`src/core/ubs_uart_regs.svh`:
```
/*
  Register indices, field positions, reset values and fixed codes of the
  UART buffer, status and data block.
  Assumes a 32-bit AXI4-Lite bus where byte address = index * 4.
*/
`ifndef UBS_UART_REGS_SVH
`define UBS_UART_REGS_SVH

// Register indices; byte address is four times the index
`define UBS_IDX_IE 16'hc00e
`define UBS_IDX_CTRL 16'hc0e0
`define UBS_IDX_STAT 16'hc0e2
`define UBS_IDX_DATA 16'hc0e4

// Field positions
`define UBS_IE_UART_BIT 0
`define UBS_CTRL_EN_BIT 0
`define UBS_CTRL_BAUD_LSB 1
`define UBS_CTRL_BAUD_MSB 3
`define UBS_CTRL_PRE_BIT 4
`define UBS_STAT_TXF_BIT 0
`define UBS_STAT_RXF_BIT 1
`define UBS_REG_W 16
`define UBS_BYTE_W 8

// Reset values
`define UBS_CTRL_RESET 16'h0007
`define UBS_IE_RESET 16'h0000

// Bit rate: multiples of the base period for codes 0..7, and prescaler
`define UBS_BAUD_BASE 115200
`define UBS_BAUD_K0 1
`define UBS_BAUD_K1 2
`define UBS_BAUD_K2 3
`define UBS_BAUD_K3 4
`define UBS_BAUD_K4 6
`define UBS_BAUD_K5 8
`define UBS_BAUD_K6 12
`define UBS_BAUD_K7 16
`define UBS_PRESCALE_DIV 8
`define UBS_LAST_BIT 3'h7

// AXI responses
`define UBS_RESP_OKAY 2'h0
`define UBS_RESP_DECERR 2'h3

`endif

```
`src/core/ubs_pkg.sv`:
```
/*
  Shared types of the UART buffer, status and data block.
  Assumes nothing beyond a SystemVerilog compiler.
*/
package ubs_pkg;

  typedef enum logic [1:0] {
    TX_IDLE,
    TX_START,
    TX_DATA,
    TX_STOP
  } ubs_tx_state_t;

  typedef enum logic [1:0] {
    RX_IDLE,
    RX_START,
    RX_DATA,
    RX_STOP
  } ubs_rx_state_t;

endpackage : ubs_pkg

```
`src/core/ubs_fifo_if.sv`:
```
/*
  Valid/ready carrier between the UART top and its transmit FIFO.
  Assumes both ends run on the same clock.
*/
interface ubs_fifo_if #(parameter int WIDTH = 8);
  logic push_valid;
  logic push_ready;
  logic [WIDTH-1:0] push_data;
  logic pop_valid;
  logic pop_ready;
  logic [WIDTH-1:0] pop_data;

  modport filler (output push_valid, push_data, pop_ready,
                  input push_ready, pop_valid, pop_data);
  modport store (input push_valid, push_data, pop_ready,
                 output push_ready, pop_valid, pop_data);
endinterface : ubs_fifo_if

```
`src/core/ubs_fifo.sv`:
```
/*
  Synchronous FIFO holding transmit bytes between the data register and
  the serializer.
  Assumes DEPTH is a power of two and one clock for both sides.
*/
module ubs_fifo #(
  parameter int WIDTH = 8,
  parameter int DEPTH = 8
) (
  input wire logic clk_sys,
  input wire logic rst_n,
  ubs_fifo_if.store f
);
  localparam int PW = $clog2(DEPTH);

  typedef struct packed {
    logic [DEPTH-1:0][WIDTH-1:0] mem;
    logic [PW:0] wr_ptr;
    logic [PW:0] rd_ptr;
  } ubs_fifo_state_t;

  ubs_fifo_state_t s_reg;
  ubs_fifo_state_t s_next;
  logic empty;
  logic full;

  // Extra pointer bit tells full from empty without a counter
  assign empty = s_reg.wr_ptr == s_reg.rd_ptr;
  assign full = (s_reg.wr_ptr[PW] != s_reg.rd_ptr[PW]) &&
                (s_reg.wr_ptr[PW-1:0] == s_reg.rd_ptr[PW-1:0]);
  assign f.push_ready = !full;
  assign f.pop_valid = !empty;
  assign f.pop_data = s_reg.mem[s_reg.rd_ptr[PW-1:0]];

  always_comb begin
    s_next = s_reg;
    if (f.push_valid && !full) begin
      s_next.mem[s_reg.wr_ptr[PW-1:0]] = f.push_data;
      s_next.wr_ptr = s_reg.wr_ptr + 1'b1;
    end
    if (f.pop_ready && !empty) begin
      s_next.rd_ptr = s_reg.rd_ptr + 1'b1;
    end
  end

  always_ff @(posedge clk_sys or negedge rst_n) begin
    if (!rst_n) begin
      s_reg <= '0;
    end else begin
      s_reg <= s_next;
    end
  end
endmodule : ubs_fifo

```
`src/core/ubs_uart.sv`:
```
/*
  UART buffer, status and data registers with serializer, deserializer,
  transmit FIFO and shared pin muxing, as an AXI4-Lite slave.
  Assumes pin inputs synchronous to clk_sys and an external interrupt
  controller taking the two interrupt levels.
*/
// The AXI4-Lite slave port is this design's own decision.
// Behaviour
// - Status register: bit1 rx full, bit0 tx full
// - Rx full set while unread byte held
// - Full receive buffer raises interrupt five
// - Reading data register clears rx full
// - Tx full while byte pending or sending
// - Empty transmit buffer raises interrupt four
// - Data write loads byte, starts sending
// - Tx full clears after byte shifted out
// - Data register byte in bits seven-zero
// - Transmit drives shared pin seven when enabled
// - Receive samples shared pin six when enabled
// - Enable bit; disabled releases both pins
// - Three-bit baud select, 115.2 to 7.2k
// - Prescale bit divides bit rate by eight
`include "ubs_uart_regs.svh"

module ubs_uart #(
  parameter int AW = 20,
  parameter int CLK_HZ = 25000000,
  parameter int BAUD_BASE = `UBS_BAUD_BASE,
  parameter int FIFO_DEPTH = 8,
  parameter int CW = 16
) (
  input wire logic clk_sys,
  input wire logic rst_n,
  input wire logic [AW-1:0] s_axi_awaddr,
  input wire logic s_axi_awvalid,
  output logic s_axi_awready,
  input wire logic [31:0] s_axi_wdata,
  input wire logic [3:0] s_axi_wstrb,
  input wire logic s_axi_wvalid,
  output logic s_axi_wready,
  output logic [1:0] s_axi_bresp,
  output logic s_axi_bvalid,
  input wire logic s_axi_bready,
  input wire logic [AW-1:0] s_axi_araddr,
  input wire logic s_axi_arvalid,
  output logic s_axi_arready,
  output logic [31:0] s_axi_rdata,
  output logic [1:0] s_axi_rresp,
  output logic s_axi_rvalid,
  input wire logic s_axi_rready,
  input wire logic shared_pin_seven_i,
  output logic shared_pin_seven_o,
  output logic shared_pin_seven_oe,
  input wire logic shared_pin_six_i,
  output logic shared_pin_six_o,
  output logic shared_pin_six_oe,
  input wire logic gp_seven_out,
  input wire logic gp_seven_oe,
  input wire logic gp_six_out,
  input wire logic gp_six_oe,
  output logic cpu_irq_rx,
  output logic cpu_irq_tx
);
  localparam int BASE_CYC = (CLK_HZ / BAUD_BASE > 0) ? CLK_HZ / BAUD_BASE : 1;
  localparam int K_TAB [8] = '{`UBS_BAUD_K0, `UBS_BAUD_K1, `UBS_BAUD_K2, `UBS_BAUD_K3,
                               `UBS_BAUD_K4, `UBS_BAUD_K5, `UBS_BAUD_K6, `UBS_BAUD_K7};

  typedef struct packed {
    logic aw_held;
    logic [AW-1:0] aw_addr;
    logic w_held;
    logic [`UBS_REG_W-1:0] w_data;
    logic w_strb0;
    logic bvalid;
    logic [1:0] bresp;
    logic rvalid;
    logic [`UBS_REG_W-1:0] rdata;
    logic [1:0] rresp;
    logic uart_en;
    logic [2:0] baud_sel;
    logic prescale;
    logic uart_ie;
    logic rx_full;
    logic [`UBS_BYTE_W-1:0] rx_byte;
    ubs_pkg::ubs_tx_state_t tx_state;
    logic [CW-1:0] tx_cnt;
    logic [2:0] tx_bit;
    logic [`UBS_BYTE_W-1:0] tx_shift;
    logic tx_line;
    ubs_pkg::ubs_rx_state_t rx_state;
    logic [CW-1:0] rx_cnt;
    logic [2:0] rx_bit;
    logic [`UBS_BYTE_W-1:0] rx_shift;
  } ubs_state_t;

  ubs_state_t s_reg;
  ubs_state_t s_next;

  // Exact word match; low address bits must be zero
  function automatic logic addr_is(input logic [AW-1:0] addr, input logic [15:0] idx);
    return addr == AW'({idx, 2'b00});
  endfunction : addr_is

  // Reload value of a bit-period down-counter, one less than the period
  function automatic logic [CW-1:0] bit_reload(input logic [2:0] sel, input logic pre);
    int cyc;
    cyc = BASE_CYC * K_TAB[sel] * (pre ? `UBS_PRESCALE_DIV : 1);
    return CW'(cyc - 1);
  endfunction : bit_reload

  ubs_fifo_if #(.WIDTH(`UBS_BYTE_W)) tx_q ();

  ubs_fifo #(
    .WIDTH(`UBS_BYTE_W),
    .DEPTH(FIFO_DEPTH)
  ) u_tx_fifo (
    .clk_sys(clk_sys),
    .rst_n(rst_n),
    .f(tx_q.store)
  );

  logic wr_is_data;
  logic wr_hit;
  logic wr_go;
  logic ar_fire;
  logic rd_data_fire;
  logic tx_full;
  logic tx_tick;
  logic rx_tick;
  logic rx_line;
  logic rx_done;
  logic [`UBS_REG_W-1:0] rd_value;
  logic rd_hit;
  logic [CW-1:0] reload;

  assign reload = bit_reload(s_reg.baud_sel, s_reg.prescale);
  assign wr_is_data = addr_is(s_reg.aw_addr, `UBS_IDX_DATA);
  assign wr_hit = wr_is_data || addr_is(s_reg.aw_addr, `UBS_IDX_CTRL) ||
                  addr_is(s_reg.aw_addr, `UBS_IDX_STAT) || addr_is(s_reg.aw_addr, `UBS_IDX_IE);
  // Data writes wait for FIFO room: back-pressure reaches the bus master
  assign tx_q.push_valid = s_reg.aw_held && s_reg.w_held && !s_reg.bvalid &&
                           wr_is_data && s_reg.w_strb0;
  assign tx_q.push_data = s_reg.w_data[`UBS_BYTE_W-1:0];
  assign wr_go = s_reg.aw_held && s_reg.w_held && !s_reg.bvalid &&
                 (!tx_q.push_valid || tx_q.push_ready);
  assign ar_fire = s_axi_arvalid && !s_reg.rvalid;
  assign rd_data_fire = ar_fire && addr_is(s_axi_araddr, `UBS_IDX_DATA);

  assign tx_tick = s_reg.tx_cnt == '0;
  assign rx_tick = s_reg.rx_cnt == '0;
  assign rx_line = s_reg.uart_en ? shared_pin_six_i : 1'b1;
  assign tx_q.pop_ready = s_reg.uart_en && s_reg.tx_state == ubs_pkg::TX_IDLE;
  assign tx_full = tx_q.pop_valid || s_reg.tx_state != ubs_pkg::TX_IDLE;
  assign rx_done = s_reg.rx_state == ubs_pkg::RX_STOP && rx_tick && rx_line;

  // Read multiplexer; reserved bits read as zero
  always_comb begin
    rd_value = '0;
    rd_hit = 1'b1;
    if (addr_is(s_axi_araddr, `UBS_IDX_STAT)) begin
      rd_value[`UBS_STAT_RXF_BIT] = s_reg.rx_full;
      rd_value[`UBS_STAT_TXF_BIT] = tx_full;
    end else if (addr_is(s_axi_araddr, `UBS_IDX_DATA)) begin
      rd_value[`UBS_BYTE_W-1:0] = s_reg.rx_byte;
    end else if (addr_is(s_axi_araddr, `UBS_IDX_CTRL)) begin
      rd_value[`UBS_CTRL_EN_BIT] = s_reg.uart_en;
      rd_value[`UBS_CTRL_BAUD_MSB:`UBS_CTRL_BAUD_LSB] = s_reg.baud_sel;
      rd_value[`UBS_CTRL_PRE_BIT] = s_reg.prescale;
    end else if (addr_is(s_axi_araddr, `UBS_IDX_IE)) begin
      rd_value[`UBS_IE_UART_BIT] = s_reg.uart_ie;
    end else begin
      rd_hit = 1'b0;
    end
  end

  always_comb begin
    s_next = s_reg;
    // Write address and data may arrive in either order
    if (s_axi_awvalid && !s_reg.aw_held) begin
      s_next.aw_held = 1'b1;
      s_next.aw_addr = s_axi_awaddr;
    end
    if (s_axi_wvalid && !s_reg.w_held) begin
      s_next.w_held = 1'b1;
      s_next.w_data = s_axi_wdata[`UBS_REG_W-1:0];
      s_next.w_strb0 = s_axi_wstrb[0];
    end
    if (wr_go) begin
      s_next.aw_held = 1'b0;
      s_next.w_held = 1'b0;
      s_next.bvalid = 1'b1;
      s_next.bresp = wr_hit ? `UBS_RESP_OKAY : `UBS_RESP_DECERR;
      // Reserved bits are simply not stored, so stray ones do no harm
      if (s_reg.w_strb0 && addr_is(s_reg.aw_addr, `UBS_IDX_CTRL)) begin
        s_next.uart_en = s_reg.w_data[`UBS_CTRL_EN_BIT];
        s_next.baud_sel = s_reg.w_data[`UBS_CTRL_BAUD_MSB:`UBS_CTRL_BAUD_LSB];
        s_next.prescale = s_reg.w_data[`UBS_CTRL_PRE_BIT];
      end
      if (s_reg.w_strb0 && addr_is(s_reg.aw_addr, `UBS_IDX_IE)) begin
        s_next.uart_ie = s_reg.w_data[`UBS_IE_UART_BIT];
      end
    end
    if (s_reg.bvalid && s_axi_bready) begin
      s_next.bvalid = 1'b0;
    end
    if (ar_fire) begin
      s_next.rvalid = 1'b1;
      s_next.rdata = rd_value;
      s_next.rresp = rd_hit ? `UBS_RESP_OKAY : `UBS_RESP_DECERR;
    end
    if (s_reg.rvalid && s_axi_rready) begin
      s_next.rvalid = 1'b0;
    end
    if (rd_data_fire) begin
      s_next.rx_full = 1'b0;
    end

    // Serializer
    s_next.tx_cnt = tx_tick ? reload : s_reg.tx_cnt - 1'b1;
    unique case (s_reg.tx_state)
      ubs_pkg::TX_IDLE: begin
        s_next.tx_line = 1'b1;
        if (tx_q.pop_valid && tx_q.pop_ready) begin
          s_next.tx_shift = tx_q.pop_data;
          s_next.tx_state = ubs_pkg::TX_START;
          s_next.tx_line = 1'b0;
          s_next.tx_cnt = reload;
        end
      end
      ubs_pkg::TX_START: begin
        if (tx_tick) begin
          s_next.tx_state = ubs_pkg::TX_DATA;
          s_next.tx_bit = '0;
          s_next.tx_line = s_reg.tx_shift[0];
        end
      end
      ubs_pkg::TX_DATA: begin
        if (tx_tick) begin
          s_next.tx_shift = s_reg.tx_shift >> 1;
          s_next.tx_bit = s_reg.tx_bit + 1'b1;
          s_next.tx_line = s_reg.tx_shift[1];
          if (s_reg.tx_bit == `UBS_LAST_BIT) begin
            s_next.tx_state = ubs_pkg::TX_STOP;
            s_next.tx_line = 1'b1;
          end
        end
      end
      ubs_pkg::TX_STOP: begin
        if (tx_tick) begin
          s_next.tx_state = ubs_pkg::TX_IDLE;
        end
      end
    endcase

    // Deserializer: start bit checked at mid-bit, data sampled mid-bit
    s_next.rx_cnt = rx_tick ? reload : s_reg.rx_cnt - 1'b1;
    unique case (s_reg.rx_state)
      ubs_pkg::RX_IDLE: begin
        if (!rx_line) begin
          s_next.rx_state = ubs_pkg::RX_START;
          s_next.rx_cnt = reload >> 1;
        end
      end
      ubs_pkg::RX_START: begin
        if (rx_tick) begin
          s_next.rx_state = rx_line ? ubs_pkg::RX_IDLE : ubs_pkg::RX_DATA;
          s_next.rx_bit = '0;
        end
      end
      ubs_pkg::RX_DATA: begin
        if (rx_tick) begin
          s_next.rx_shift = {rx_line, s_reg.rx_shift[`UBS_BYTE_W-1:1]};
          s_next.rx_bit = s_reg.rx_bit + 1'b1;
          if (s_reg.rx_bit == `UBS_LAST_BIT) begin
            s_next.rx_state = ubs_pkg::RX_STOP;
          end
        end
      end
      ubs_pkg::RX_STOP: begin
        // A low stop bit is a framing error; the byte is dropped
        if (rx_tick) begin
          s_next.rx_state = ubs_pkg::RX_IDLE;
        end
      end
    endcase
    // Overrun overwrites the unread byte; set wins over a same-cycle read
    if (rx_done) begin
      s_next.rx_byte = s_reg.rx_shift;
      s_next.rx_full = 1'b1;
    end

    if (!s_reg.uart_en) begin
      s_next.tx_state = ubs_pkg::TX_IDLE;
      s_next.tx_line = 1'b1;
      s_next.rx_state = ubs_pkg::RX_IDLE;
    end
  end

  always_ff @(posedge clk_sys or negedge rst_n) begin
    if (!rst_n) begin
      s_reg <= '0;
      s_reg.uart_en <= 1'(`UBS_CTRL_RESET >> `UBS_CTRL_EN_BIT);
      s_reg.baud_sel <= 3'(`UBS_CTRL_RESET >> `UBS_CTRL_BAUD_LSB);
      s_reg.prescale <= 1'(`UBS_CTRL_RESET >> `UBS_CTRL_PRE_BIT);
      s_reg.uart_ie <= 1'(`UBS_IE_RESET >> `UBS_IE_UART_BIT);
      s_reg.tx_line <= 1'b1;
    end else begin
      s_reg <= s_next;
    end
  end

  assign s_axi_awready = !s_reg.aw_held;
  assign s_axi_wready = !s_reg.w_held;
  assign s_axi_bvalid = s_reg.bvalid;
  assign s_axi_bresp = s_reg.bresp;
  assign s_axi_arready = !s_reg.rvalid;
  assign s_axi_rvalid = s_reg.rvalid;
  assign s_axi_rresp = s_reg.rresp;
  assign s_axi_rdata = {{(32-`UBS_REG_W){1'b0}}, s_reg.rdata};

  // Pins fall back to the general-purpose port when the UART is off
  assign shared_pin_seven_o = s_reg.uart_en ? s_reg.tx_line : gp_seven_out;
  assign shared_pin_seven_oe = s_reg.uart_en ? 1'b1 : gp_seven_oe;
  assign shared_pin_six_o = gp_six_out;
  assign shared_pin_six_oe = s_reg.uart_en ? 1'b0 : gp_six_oe;

  assign cpu_irq_rx = s_reg.uart_ie && s_reg.rx_full;
  assign cpu_irq_tx = s_reg.uart_ie && !tx_full;
endmodule : ubs_uart

```
`config.mk`:
```
export PLATFORM = sky130hd
export DESIGN_NAME = ubs_uart
export DESIGN_NICKNAME = d
export VERILOG_FILES = /design/src/core/ubs_pkg.sv /design/src/core/ubs_fifo_if.sv /design/src/core/ubs_fifo.sv /design/src/core/ubs_uart.sv
export VERILOG_INCLUDE_DIRS = /design/src /design/src/core
export SDC_FILE = /design/constraint.sdc
export NUM_CORES = 1
export LEC_CHECK = 0
export BUFFER_PORTS_ARGS = -buffer_cell sky130_fd_sc_hd__buf_2
export CAP_MARGIN = 20
export CELL_PAD_IN_SITES_DETAIL_PLACEMENT = 0
export CELL_PAD_IN_SITES_GLOBAL_PLACEMENT = 1
export CORE_AREA = 3 3 200 144
export DETAILED_ROUTE_END_ITERATION = 8
export DIE_AREA = 0 0 203 147
export PLACE_DENSITY = 0.81
export SETUP_SLACK_MARGIN = 0.3
export SYNTH_ARGS = -nofsm -noshare
export SYNTH_HDL_FRONTEND = slang
export SYNTH_SLANG_ARGS = --single-unit
export TNS_END_PERCENT = 50
```
`constraint.sdc`:
```
create_clock -name clk_sys -period 14.1 [get_ports clk_sys]
set_input_delay 0 -clock clk_sys [delete_from_list [all_inputs] [get_ports clk_sys]]
set_output_delay 0 -clock clk_sys [all_outputs]
set_load 0.005 [all_outputs]
```
After elaboration in Yosys (flattened, before gate mapping)
Memory sizes are Yosys's and may differ from the RTL's. Index checks and enable logic that the tools add are counted.

Bits in registers: 199. Latch bits: 0. Bits in writable memories: 0. Memory bits (read-only): 256. Bits of input ports: 89. Output and inout port bits: 47. Logic and storage cells: 207. Memories: 1.

$add $sub $neg: 7. Multipliers: 2. Divide/modulo/power cells: 0. Magnitude comparators: 4. Equal/unequal tests: 35. Shift-type cells: 0. Mux-type cells: 65. Bitwise operators: 1. Reduce and logical (&&, ||, !) cells: 57.

Memory list: (no name shown) (words 8, bits a word 32, read ports 1, clocked after memory_dff 0, write ports 0, RTL line ubs_uart.sv:107) `` cyc = BASE_CYC * K_TAB[sel] * (pre ? `UBS_PRESCALE_DIV : 1); ``.

Operators by type and width (count): $eq 20x18->1 const B (8); $bwmux 64 (1); $mux 16 (4); $mux 32 (2); $mux 18 (3); $logic_not 16->1 (2); $mul 32x5->16 (1); $mul 9x32->32 const A (1); $sub 16x1->16 const B (2); $ne 3x3->1 const B (9); $mux 2 (13); $bmux 8 s3 (1); $demux 8 s3 (1); $logic_and 1x1->1 (22); $mux 21 (1); $mux 19 (1); $mux 9 (2); $reduce_bool 2->1 (9); $mux 1 (17); $mux 8 (2); $pmux 2 s4 (2); $pmux 8 s2 (1); $sub 16x2->16 const B (1); $mux 3 (5); 29 further kinds (60).

Longest topological paths before layout
Word-level depth: 11. Gate-level depth with buffers: 25. Depth with buffers taken out: 25.

Hierarchy
A second synthesis with hierarchy kept.

Cell total of the unflattened synthesis: 1039. Area, all modules: 11389.7 µm².

Modules (own cells, without submodules): ubs_uart (times used 1, cells an instance 828, area each 7886.3 µm², seq. area each 2932.8 µm²); ubs_fifo (times used 1, cells an instance 211, area each 3503.4 µm², seq. area each 1801.7 µm²).

Worst setup path before layout
OpenSTA, ideal clock, no wires.

Path type: register -> register. Start: register s_reg[70] (netlist bit). End: register s_reg[25] (netlist bit). Setup time: 79 ps. Data arrival time: 6074 ps. Data required time: 14021 ps. Path slack: 7947 ps. Cell stages (with the launch flop): 24. Path buffers: 0. Clock period less this slack: 6153 ps. Cells stage by stage: dfstp_2 inv_1 ha_1 mux2i_1 inv_1 ha_1 ha_1 a21o_1 ha_1 ha_1 ha_1 or2_2 o221ai_1 o311ai_0 or2_2 fa_1 ha_1 ha_1 and3_1 and4_1 a2111oi_0 o311ai_1 mux2_1 mux2i_1.

RTL lines: start: declaration (RTL line ubs_uart.sv:96) `ubs_state_t s_reg;`; start signal: assignment (RTL line ubs_uart.sv:308) `s_reg <= s_next;`.

==> impl_metrics.ini <==
[synthesis]
yosys_register_bits = 189
synth_area_leaders = dfrtp_1 41%, ha_1 8.0%, mux2_2 7.6%
synthCells = 1035
yosys.area_share.adder_pct = 9.24
synth.distinct_cells = 73
synth_mux_area_share_pct = 17.3
synth-seq-area-share_pct = 42.0
synthArstFlopShare_pct = 100
synth_xor_area_share_pct = 4.43
synth_compound_area_share_pct = 8.65
ys.warnings.count = 0
synth-simple-area-share_pct = 12.7
synth_top_cell_by_area = dfrtp_1
synth.avg_cell_area_um2 = 10.9
synth_top_area_share_pct = 41.1
synth_top_family_by_area = multiplexers
synth_edf_count = 0
ys.flop_type = dfrtp_1
syn_area_um2 = 11300

[clocking]
cts_tree = built
ctsRootBufferMaster = clkbuf_16
clock_path_buffers = 2
h-tree-depth = 4
clkTransAtPathRegs_ns = 0.07
insertion_delay_ns = 0.44
cts.sinks = 189
cts_made_buffers = 17
cts_setup_buffers = 0

[global_routing]
globalRouteMet1Util_pct = 25.5
grt_pass1_wl_mm = 40.1
grt_use_met3_pct = 3.32
antenna_found_initial = 0
grt_usage_pct = 16.4
grt_pass1_vias = 7755
grt-busiest-layer = met1
grt_max_degree = 71
gr-usage-met2_pct = 24.0
grt-ovfl-total = 0

[die]
die_h_um = 147
start_util_pct = 42.2
fp.dieW_um = 203
num_rows = 50
die-area_um2 = 29800
ioPinCount = 136
design.core.area_um2 = 26700

[timing]
worst_slew_pin_slew_ns = 1.08
fin_crit_ns = 6.99
fin_skew_ns = 0.0100
maxSlewHeadroom_pct = 27.6
rsz0062_at_grt = no
setup_violations = 0
slew_viol_final = 0
max_freq_mhz = 143
hold_viol = 0
fin_crit_sh_pct = 49.6
tns_ns = 0

[routing]
drtIter0Drc = 412
drc = 0
detail-route-antenna-nets = 0
via_per_inst = 5.24
drtPass1Iterations = 5
dr_total_vias = 7822
routedWlPerCell_um = 16.2
drt_wl_total_mm = 24.2

[worst_setup_path]
setup.worst_path.end_class = register
cp_max_fo = 9
crit_arrival_ns = 7.35
critPathRequiredTime_ns = 14.45
path_class = register to register
start_kind = register

[pwr]
p_leak_nw = 6.27
total_power_w = 0.00139
power_density_nw_per_um2 = 108
ir_drop_v = 0.0000981

[layout]
area_growth_pct = 13.4
final_nets = 1286
largest_register_ffs = 105
antenna_cells = 0
layout-drive-gt1-share_pct = 21.2

[min_path]
worst_hold_path_type = input port to output pin

[outcome]
outcome = complete, no violations

[placement]
dp_hpwl_mm = 17.1
place_congestion = 0.818
io_buffer_count = 81

[run]
maxCapViolCount = 0
[metal layers]
layer | vias up | part of all wire [%]
li1 | 3814 | -
met1 | 3879 | 53
met2 | 117 | 43
met3 | 12 | 3.9
met4 | 0 | 0.57
met5 | - | 0
[cells in the final DEF (no fill, tap or decap), types with 7 or more instances in the layout]
cell and count:
xnor2_1 27, a21o_1 11, o31ai_1 8, nor3_1 11, buf_4 7, mux2i_1 15
inv_1 38, and3_1 12, nor2_1 65, dlygate4sd3_1 36, or2_2 10, a21oi_1 47
mux2_1 52, nand3_1 20, fa_1 7, mux4_2 16, xor2_1 30, or3_1 7
clkbuf_16 17, ha_1 72, o21ai_1 20, conb_1 25, a22oi_1 8, nand2_1 78
mux2_2 76, o21ai_0 15, nor4_1 9, buf_2 80, dfrtp_1 185, nor2b_1 10
[kinds of logic after synthesis]
logic type | Yosys count
and+or+nand+nor | 274
DFF | 189
muxes | 159
AOI/OAI and AO/OA | 153
buffers and inverters | 123
adders and majority gates | 79
xor gates and xnor gates | 57
other | 1
[through the flow]
stage | worst slack [ns] | area, um^2 | instances | utilization [%] | hold slack, ns
after detailed placement | 7.22 | 11800 | 1425 | 44.1 | -0.00246
after global routing | 6.70 | 12800 | 1494 | 47.8 | 0.0000346
after CTS | 7.16 | 12800 | 1492 | 47.8 | 0.0000346
after global placement | 7.22 | 11800 | 1425 | 44.1 | -0.000390
after floorplan | 7.95 | 11400 | 1059 | - | -0.296
final | 7.11 | 12800 | 1494 | 47.8 | 0.0000110
[cell type report]
class	instances	area [um^2]
clock buffers	18	429
inverters	38	143
multi-input cells	747	6000
fillers	2437	13900
clock inverters	13	173
flip-flops and latches	189	4730
well taps	364	455
repair buffers	125	841
[critical path: stages, from the launching register on]
cell       delay, ns
dfstp_2         0.65
inv_1           0.12
ha_1            0.31
mux2i_1         0.17
inv_1           0.12
ha_1            0.22
ha_1            0.30
a21o_1          0.17
ha_1            0.27
ha_1            0.29
ha_1            0.23
or2_2           0.31
o221ai_1        0.24
o311ai_0        0.31
or2_2           0.37
fa_1            0.49
ha_1            0.31
ha_1            0.36
and3_1          0.21
and4_1          0.20
a2111oi_0       0.41
o311ai_1        0.34
mux2_1          0.38
mux2i_1         0.12
[report_power, final]
group          switching, W  total [W]  internal [W]
Sequential        0.0000833   0.000690      0.000607
Clock              0.000237   0.000492      0.000255
Combinational     0.0000927   0.000202      0.000110
[cell usage after synthesis, types with 16 or more instances]
| cell | n |
|---|---|
| a21oi_1 | 47 |
| buf_4 | 39 |
| clkbuf_1 | 23 |
| dfrtp_1 | 185 |
| ha_1 | 72 |
| inv_1 | 38 |
| mux2_1 | 52 |
| mux2_2 | 76 |
| mux4_2 | 16 |
| nand2_1 | 78 |
| nand3_1 | 20 |
| nor2_1 | 65 |
| o21ai_1 | 20 |
| xnor2_1 | 27 |
| xor2_1 | 30 |
[final timing paths]
path | start | end | slack [ns] | depth (start not counted)
worst min register to register | s_axi_rdata[7] | s_axi_rdata[7] | 0.47 | 2
max in group asynchronous | rst_n | u_tx_fifo.s_reg[9] | 11.94 | 4
worst max-delay path | s_reg[71] | s_reg[25] | 7.11 | 23
worst min-delay path | gp_six_out | shared_pin_six_o | 0.00001 | 0
worst max register to register | s_reg[71] | s_reg[25] | 7.11 | 23
min in group asynchronous | rst_n | s_reg[24] | 0.08 | 2
[what timing repair did]
item                      CTS  global route
hold endpoints to repair   90             0
hold buffers               36             0
gates resized for setup     0             0
No activity file was read; power rests on OpenSTA's default activity.
